`src/nvsc_pkg.sv`:
```
// constants and types for the nonvolatile sram pin controller, plus its input synchroniser
// assumes a single 125 MHz clock and an asynchronous active-low reset
package nvsc_pkg;
  localparam int unsigned CLK_NS      = 8;
  localparam int unsigned ACC_NS      = 55;
  localparam int unsigned ACC_CYC     = (ACC_NS + CLK_NS - 1) / CLK_NS;
  localparam int unsigned SYNC_CYC    = 4;
  localparam int unsigned RD_CYC      = ACC_CYC + SYNC_CYC;
  localparam int unsigned RESTORE_NS  = 20000;
  localparam int unsigned RESTORE_CYC = (RESTORE_NS + CLK_NS - 1) / CLK_NS;
  localparam int unsigned SAVE_NS     = 10000000;
  localparam int unsigned SAVE_CYC    = (SAVE_NS + CLK_NS - 1) / CLK_NS;
  localparam int unsigned PWRUP_NS    = 650000;
  localparam int unsigned PWRUP_CYC   = (PWRUP_NS + CLK_NS - 1) / CLK_NS;
  localparam int unsigned TMR_W       = 21;
  localparam int unsigned CNT_W       = 4;
  localparam int unsigned ADDR_W      = 15;
  localparam int unsigned DATA_W      = 8;
  localparam int unsigned SEQ_LAST    = 5;
  localparam logic [13:0] SEQ_A0      = 14'h0e38;
  localparam logic [13:0] SEQ_A1      = 14'h31c7;
  localparam logic [13:0] SEQ_A2      = 14'h03e0;
  localparam logic [13:0] SEQ_A3      = 14'h3c1f;
  localparam logic [13:0] SEQ_A4      = 14'h303f;
  localparam logic [13:0] SEQ_SAVE    = 14'h0fc0;
  localparam logic [13:0] SEQ_RCL     = 14'h0c63;
  localparam logic [13:0] SEQ_TEST    = 14'h339c;
  localparam logic [1:0]  OP_READ     = 2'h0;
  localparam logic [1:0]  OP_WRITE    = 2'h1;
  localparam logic [1:0]  OP_SAVE     = 2'h2;
  localparam logic [1:0]  OP_RESTORE  = 2'h3;

  typedef enum logic [2:0] {S_PWRUP, S_IDLE, S_SETUP, S_STROBE, S_HOLD, S_WAIT} nvsc_state_t;

  function automatic logic [13:0] nvsc_seq_addr(input logic [2:0] idx, input logic rcl);
    logic [13:0] a;
    a = rcl ? SEQ_RCL : SEQ_SAVE;
    case (idx)
      3'h0: a = SEQ_A0;
      3'h1: a = SEQ_A1;
      3'h2: a = SEQ_A2;
      3'h3: a = SEQ_A3;
      3'h4: a = SEQ_A4;
      default: a = rcl ? SEQ_RCL : SEQ_SAVE;
    endcase
    return a;
  endfunction
endpackage

////////////////////////////////////////////////////////////////////////////////////////////////////
`timescale 1ns/1ps
module nvsc_sync
  import nvsc_pkg::*;
#(
  parameter int unsigned W = 1
) (
  input  wire logic         clk_in,
  input  wire logic         rst_b_in,
  input  wire logic [W-1:0] d_in,
  output logic      [W-1:0] q_out
);
  logic [W-1:0] s1_r;
  logic [W-1:0] s2_r;
  logic [W-1:0] s3_r;

  // three stages per bit; a change counts once stages two and three agree
  for (genvar i = 0; i < W; i++) begin : g_bit
    always_ff @(posedge clk_in or negedge rst_b_in) begin
      if (!rst_b_in) begin
        s1_r[i]  <= 1'b0;
        s2_r[i]  <= 1'b0;
        s3_r[i]  <= 1'b0;
        q_out[i] <= 1'b0;
      end else begin
        s1_r[i] <= d_in[i];
        s2_r[i] <= s1_r[i];
        s3_r[i] <= s2_r[i];
        if (s2_r[i] == s3_r[i]) begin
          q_out[i] <= s3_r[i];
        end
      end
    end
  end
endmodule

```
`src/nvsc_ctrl.sv`:
```
// host-side pin controller for a 32K x 8 sram with nonvolatile shadow cells
// assumes supply_low_in comes from a supply monitor and the memory pins are asynchronous
`timescale 1ns/1ps
module nvsc_ctrl
  import nvsc_pkg::*;
#(
  parameter int unsigned SAVE_CYCLES  = SAVE_CYC,
  parameter int unsigned PWRUP_CYCLES = PWRUP_CYC
) (
  input  wire logic              clk_in,
  input  wire logic              rst_b_in,
  input  wire logic              cmd_valid_in,
  input  wire logic [1:0]        cmd_op_in,
  input  wire logic [ADDR_W-1:0] cmd_addr_in,
  input  wire logic [DATA_W-1:0] cmd_wdata_in,
  output logic                   cmd_ready_out,
  output logic                   rsp_valid_out,
  output logic      [DATA_W-1:0] rsp_rdata_out,
  output logic                   busy_out,
  input  wire logic              supply_low_in,
  output logic                   select_n_out,
  output logic                   write_strobe_n_out,
  output logic                   output_gate_n_out,
  output logic      [ADDR_W-1:0] addr_lines_out,
  input  wire logic [DATA_W-1:0] data_lines_in,
  output logic      [DATA_W-1:0] data_lines_out,
  output logic                   data_lines_oe_out
);
  nvsc_state_t       state_r;
  nvsc_state_t       state_nxt;
  logic [DATA_W-1:0] data_s;
  logic              supply_low_s;
  logic              accept;
  logic              wr_eff;
  logic              seq_eff;
  logic              wr_r;
  logic              seq_r;
  logic              rcl_r;
  logic [2:0]        step_r;
  logic [CNT_W-1:0]  cnt_r;
  logic [TMR_W-1:0]  tmr_r;

  ////////////////////////////////////////////////////////////////////////////////////////////////
  // pin synchronisers
  nvsc_sync #(.W(DATA_W)) u_data_sync (
    .clk_in   (clk_in),
    .rst_b_in (rst_b_in),
    .d_in     (data_lines_in),
    .q_out    (data_s)
  );
  nvsc_sync #(.W(1)) u_supply_sync (
    .clk_in   (clk_in),
    .rst_b_in (rst_b_in),
    .d_in     (supply_low_in),
    .q_out    (supply_low_s)
  );

  ////////////////////////////////////////////////////////////////////////////////////////////////
  // sequencing
  assign accept  = cmd_valid_in && cmd_ready_out;
  assign wr_eff  = accept ? (cmd_op_in == OP_WRITE) : wr_r;
  assign seq_eff = accept ? cmd_op_in[1] : seq_r;

  always_comb begin
    state_nxt = state_r;
    case (state_r)
      S_PWRUP: begin
        if (!supply_low_s && tmr_r == '0) begin
          state_nxt = S_IDLE;
        end
      end
      S_IDLE: begin
        if (accept) begin
          state_nxt = S_SETUP;
        end else if (supply_low_s) begin
          state_nxt = S_PWRUP;
        end
      end
      S_SETUP: begin
        if (seq_r && supply_low_s) begin
          state_nxt = S_PWRUP;
        end else begin
          state_nxt = S_STROBE;
        end
      end
      S_STROBE: begin
        if (cnt_r == '0) begin
          state_nxt = S_HOLD;
        end
      end
      S_HOLD: begin
        if (!seq_r) begin
          state_nxt = S_IDLE;
        end else if (supply_low_s) begin
          state_nxt = S_PWRUP;
        end else if (step_r == 3'(SEQ_LAST)) begin
          state_nxt = S_WAIT;
        end else begin
          state_nxt = S_SETUP;
        end
      end
      S_WAIT: begin
        if (supply_low_s) begin
          state_nxt = S_PWRUP;
        end else if (tmr_r == '0) begin
          state_nxt = S_IDLE;
        end
      end
      default: state_nxt = S_PWRUP;
    endcase
  end

  always_ff @(posedge clk_in or negedge rst_b_in) begin
    if (!rst_b_in) begin
      state_r       <= S_PWRUP;
      cmd_ready_out <= 1'b0;
      busy_out      <= 1'b1;
    end else begin
      state_r       <= state_nxt;
      cmd_ready_out <= (state_nxt == S_IDLE) && !accept;
      busy_out      <= (state_nxt != S_IDLE) || accept;
    end
  end

  ////////////////////////////////////////////////////////////////////////////////////////////////
  // request latch and sequence step
  always_ff @(posedge clk_in or negedge rst_b_in) begin
    if (!rst_b_in) begin
      wr_r           <= 1'b0;
      seq_r          <= 1'b0;
      rcl_r          <= 1'b0;
      step_r         <= 3'h0;
      addr_lines_out <= '0;
      data_lines_out <= '0;
    end else if (accept) begin
      wr_r   <= (cmd_op_in == OP_WRITE);
      seq_r  <= cmd_op_in[1];
      rcl_r  <= (cmd_op_in == OP_RESTORE);
      step_r <= 3'h0;
      if (cmd_op_in[1]) begin
        addr_lines_out <= {1'b0, nvsc_seq_addr(3'h0, cmd_op_in[0])};
      end else begin
        addr_lines_out <= cmd_addr_in;
      end
      data_lines_out <= cmd_wdata_in;
    end else if (state_r == S_HOLD && state_nxt == S_SETUP) begin
      step_r         <= step_r + 3'h1;
      addr_lines_out <= {1'b0, nvsc_seq_addr(step_r + 3'h1, rcl_r)};
    end else if (state_nxt == S_IDLE || state_nxt == S_PWRUP) begin
      seq_r <= 1'b0;
    end
  end

  ////////////////////////////////////////////////////////////////////////////////////////////////
  // strobe counter and transfer timer
  always_ff @(posedge clk_in or negedge rst_b_in) begin
    if (!rst_b_in) begin
      cnt_r <= '0;
    end else if (state_nxt == S_STROBE && state_r != S_STROBE) begin
      cnt_r <= wr_r ? CNT_W'(ACC_CYC - 1) : CNT_W'(RD_CYC - 1);
    end else if (cnt_r != '0) begin
      cnt_r <= cnt_r - 1'b1;
    end
  end

  always_ff @(posedge clk_in or negedge rst_b_in) begin
    if (!rst_b_in) begin
      tmr_r <= TMR_W'(PWRUP_CYCLES - 1);
    end else if (supply_low_s || (state_nxt == S_PWRUP && state_r != S_PWRUP)) begin
      tmr_r <= TMR_W'(PWRUP_CYCLES - 1);
    end else if (state_nxt == S_WAIT && state_r != S_WAIT) begin
      tmr_r <= rcl_r ? TMR_W'(RESTORE_CYC - 1) : TMR_W'(SAVE_CYCLES - 1);
    end else if (tmr_r != '0) begin
      tmr_r <= tmr_r - 1'b1;
    end
  end

  ////////////////////////////////////////////////////////////////////////////////////////////////
  // memory pins
  always_ff @(posedge clk_in or negedge rst_b_in) begin
    if (!rst_b_in) begin
      select_n_out       <= 1'b1;
      write_strobe_n_out <= 1'b1;
      output_gate_n_out  <= 1'b1;
      data_lines_oe_out  <= 1'b0;
    end else begin
      select_n_out       <= !(state_nxt == S_STROBE);
      write_strobe_n_out <= !(state_nxt == S_STROBE && wr_eff && !seq_eff);
      output_gate_n_out  <= !(state_nxt == S_STROBE && !wr_eff && !seq_eff);
      data_lines_oe_out  <= wr_eff && (state_nxt == S_SETUP || state_nxt == S_STROBE
                            || state_nxt == S_HOLD);
    end
  end

  always_ff @(posedge clk_in or negedge rst_b_in) begin
    if (!rst_b_in) begin
      rsp_valid_out <= 1'b0;
      rsp_rdata_out <= '0;
    end else begin
      rsp_valid_out <= (state_r == S_HOLD && !seq_r) || (state_r == S_WAIT && state_nxt == S_IDLE);
      if (state_r == S_STROBE && cnt_r == '0 && !wr_r && !seq_r) begin
        rsp_rdata_out <= data_s;
      end
    end
  end
endmodule

```
`config.mk`:
```
export PLATFORM = sky130hd
export DESIGN_NAME = nvsc_ctrl
export DESIGN_NICKNAME = d
export VERILOG_FILES = /design/src/nvsc_pkg.sv /design/src/nvsc_ctrl.sv
export SDC_FILE = /design/constraint.sdc
export NUM_CORES = 1
export LEC_CHECK = 0
export ABC_AREA = 1
export CAP_MARGIN = 20
export CORE_ASPECT_RATIO = 0.75
export CORE_UTILIZATION = 48
export CTS_CLUSTER_SIZE = 40
export DETAILED_ROUTE_END_ITERATION = 6
export DONT_BUFFER_PORTS = 1
export PLACE_DENSITY = 0.71
export SLEW_MARGIN = 0
export SYNTH_ARGS = -nofsm -noshare
export SYNTH_HDL_FRONTEND = slang
export SYNTH_SLANG_ARGS = --single-unit
```
`constraint.sdc`:
```
create_clock -name clk_in -period 3.04 [get_ports clk_in]
set_input_delay 0.76 -clock clk_in [delete_from_list [all_inputs] [get_ports clk_in]]
set_output_delay 0.76 -clock clk_in [all_outputs]
set_load 0.05 [all_outputs]
```
==> run_results.csv <==
group,metric,value,unit
run_status,outcome,"complete, no violations",
route,ant_nets,0,
layout,multi_input_area,0.00167,mm2
timing,rsz0062_at_grt,"false",
route,drtPass1Iterations,5,
timing,setup_slack,0.445,ns
route,viasPerCell,5.25,
route,wl_per_cell,15.2,um
global_route,grt_start_max_net_pins,109,
power_and_ir_drop,irDropWorstVdd,512,uV
synthesis,ys_seq_area_share,58.7,%
clock_tree,ctsHoldBuffers,0,
layout,nNetsFinal,526,
clock_tree,numCtsBuffers,9,
synthesis,synthArstFlopShare,100,%
global_route,grt-ovfl-total,0,
synthesis,synth_fa_ha_area_share,4.11,%
worst_setup_path,worstSetupPathType,"reg -> reg",
floorplanning,ios,75,
clock_tree,cts-root-buf,"clkbuf_16",
worst_setup_path,rr_endpoint,"tmr_r[9]",
power_and_ir_drop,pwr_density_cell,952,mW/mm2
floorplanning,initial_utilization,50.3,%
worst_setup_path,critPathMaxFanout,13,
timing,holdWs,0.0998,ns
layout,drive_above_1_share,12.3,%
synthesis,post_synth.cell_area_avg,9.73,um2
global_route,antenna_found_initial,0,
placement,gp_congestion,0.879,
timing,fin_skew,0.00523,ns
clock_tree,post_cts_buffers,0,
synthesis,yosys_warnings,0,
synthesis,ys_types,36,
timing,slew_headroom,66.2,%
worst_setup_path,cp-start-kind,"flip-flop",
route,dr.first_iter.drc_count,218,
worst_setup_path,cp.arrival,2.84,ns
timing,setup_viol,0,
worst_setup_path,required,3.29,ns
worst_setup_path,crit_family,"simple AND/OR/NAND/NOR gates",
timing,drv_slew,0,
global_route,grt_pass1_vias,3154,
clock_tree,clock_sinks,108,
worst_hold_path,hp-class,"in -> async",
worst_setup_path,crit_chain,"inv_1, ha_1, nand3_2, nor3_4, inv_1, nor2_1, inv_1, o31ai_1, nor2_1, nand2_1, inv_1",
synthesis,ys_top_cells_by_area,"dfrtp_1 (51%), nand2_1 (8.0%), dfstp_2 (7.4%)",
timing,timing.fmax,0.385,GHz
clock_tree,htree_levels,3,
layout,ff_latch_area,0.00272,mm2
worst_setup_path,rr_startpoint,"step_r[1]",
floorplanning,rows,30,
power_and_ir_drop,p_leak,2.42,nW
route,drc,0,
floorplanning,core,0.00920,mm2
floorplanning,fp.dieW,115,um
global_route,track_usage,20.5,%
layout,fillers,796,
synthesis,yosys.area_share.simple,20.2,%
synthesis,synth_compound_area_share,6.92,%
synthesis,synth_fp_nets,521,
synthesis,netlist.top_cell.by_area,"dfrtp_1",
route,drt_wl_total,9.31,mm
clock_tree,cts.clk_slew.worst_paths,0.07,ns
placement,place_ws,0.519,ns
floorplanning,dieArea,0.0100,mm2
timing,finalSetupTns,0,ns
global_route,grt_pass1_wl,15.5,mm
synthesis,synth_edf_count,0,
worst_setup_path,reg2reg_setup_slack,0.45,ns
clock_tree,insertion_delay,0.35,ns
layout,fin_util,55.4,%
placement,dp_hpwl,6.53,mm
clock_tree,cts_resized,0,
synthesis,synth_top_family_by_area,"simple AND/OR/NAND/NOR gates",
synthesis,synth_cells,476,
timing,worstMarginPinSlew,0.503,ns
worst_setup_path,critPathSlowestCell,"nor2_1",
timing,hold_viol_final,0,
clock_tree,cts_buffer_depth,2,
layout,n_antenna_cell,0,
timing,fin_crit_sh,85.4,%
synthesis,synth_xor_xnor_area_share,2.84,%
synthesis,synth_flop_cell,"dfrtp_1",
worst_setup_path,crit_start,"step_r[1]",
worst_setup_path,cp_common_cell,"inv_1",
timing,period_minus_slack,2.59,ns
layout,syn_to_final_growth,10.1,%
floorplanning,die_h,87.1,um
placement,port_buffers,0,
clock_tree,cts_tree,"yes",
flow_run,cap_violations,0,
synthesis,syn_area,0.00463,mm2
worst_setup_path,path_buf_inv,4,
worst_setup_path,cp_slowest_stage_delay,0.48,ns
worst_setup_path,end_kind,"flip-flop",
route,vias,3223,
worst_setup_path,rr_worst_depth,11,
synthesis,synth_top_area_share,51.4,%
synthesis,synthMuxAreaShare,1.95,%
synthesis,ys_ff_latch,108,
worst reg2reg max path: stages (launching register included):
cell     delay, ns
dfrtp_1       0.40
inv_1         0.13
ha_1          0.21
nand3_2       0.12
nor3_4        0.43
inv_1         0.34
nor2_1        0.48
inv_1         0.12
o31ai_1       0.09
nor2_1        0.07
nand2_1       0.06
inv_1         0.04
through the flow:
stage	total power, W	instance area, um2	cells
after global placement	0.00357	4770	598
after CTS	0.00489	5100	614
after detailed placement	0.00363	4770	598
after global routing	0.00515	5100	614
final	0.00485	5100	614
after floorplan	0.00338	4630	476
cell usage in the layout, fill, tap and decap left out, types with 9 or more instances in the layout:
cell type and n:
nand2_1 99, xor2_1 12, a31oi_1 10, dfstp_2 13
maj3_1 9, nand3_1 30, inv_1 50, o21ai_0 25
clkbuf_16 9, nor2_1 52, dfrtp_1 95
cells in the mapped netlist (all sizes together), types with 2 or more instances:
| cell | instances |
|---|---|
| nand2 | 100 |
| dfrtp | 95 |
| nor2 | 57 |
| inv | 52 |
| nand3 | 33 |
| o21ai | 26 |
| dfstp | 13 |
| xor2 | 12 |
| a31oi | 10 |
| maj3 | 9 |
| a21oi | 8 |
| clkbuf | 8 |
| ha | 8 |
| mux2 | 8 |
| nor3 | 8 |
| nand4 | 7 |
| o211ai | 5 |
| or2 | 3 |
| xnor2 | 3 |
| buf | 2 |
| nor4 | 2 |
| o31ai | 2 |
worst max-delay path by stage:
| stage | slack [ns] | cells after the start | endpoint |
|---|---|---|---|
| after floorplan | 1.13 | 11 | tmr_r[20] |
| final | 0.45 | 11 | tmr_r[9] |
| after CTS | 0.49 | 11 | tmr_r[9] |
| after detailed placement | 0.52 | 11 | tmr_r[9] |
| after global placement | 0.55 | 11 | tmr_r[9] |
| after global routing | 0.21 | 11 | tmr_r[9] |
where the power goes:
group | internal [W] | switching [W] | leakage (nW) | total [W]
combinational | 0.000354 | 0.000604 | 0.952 | 0.000959
clock | 0.000670 | 0.000563 | 0.160 | 0.00123
sequential | 0.00176 | 0.000900 | 1.31 | 0.00266
total | 0.00278 | 0.00207 | 2.42 | 0.00485
cell families after synthesis:
group                      Yosys count
buffers and inverters               63
and+or+nand+nor                    210
adders and majority gates           17
AOI/OAI and AO/OA                   55
DFF                                108
muxes                                8
xor gates and xnor gates            15
layout make-up:
| type | count | area share, % |
|---|---|---|
| sequential | 108 | 53.3 |
| multi-input combinational | 305 | 32.7 |
| clock buffer | 9 | 4.42 |
| inverter | 53 | 3.90 |
| tap | 128 | 3.14 |
| clock inverter | 7 | 1.96 |
| timing repair buffer | 4 | 0.589 |
flip-flops by register name (all words and copies together) (netlist names), 3 cells and up:
register and count:
addr_lines_out 15, step_r 3, u_data_sync.s2_r 8, u_data_sync.s1_r 8, rsp_rdata_out 8, data_lines_out 8
u_data_sync.s3_r 8, cnt_r 4, tmr_r 21, state_r 3, u_data_sync.q_out 8
layer usage:
| metal | global-route usage [%] | vias to the layer above | part of all wire, % |
|---|---|---|---|
| met5 | 0 | - | 0 |
| li1 | - | 1552 | - |
| met1 | 27.9 | 1541 | 46 |
| met3 | 6.61 | 16 | 6.5 |
| met2 | 30.7 | 114 | 46 |
| met4 | 7.32 | 0 | 1.8 |
(Power assumes the default switching activity.)
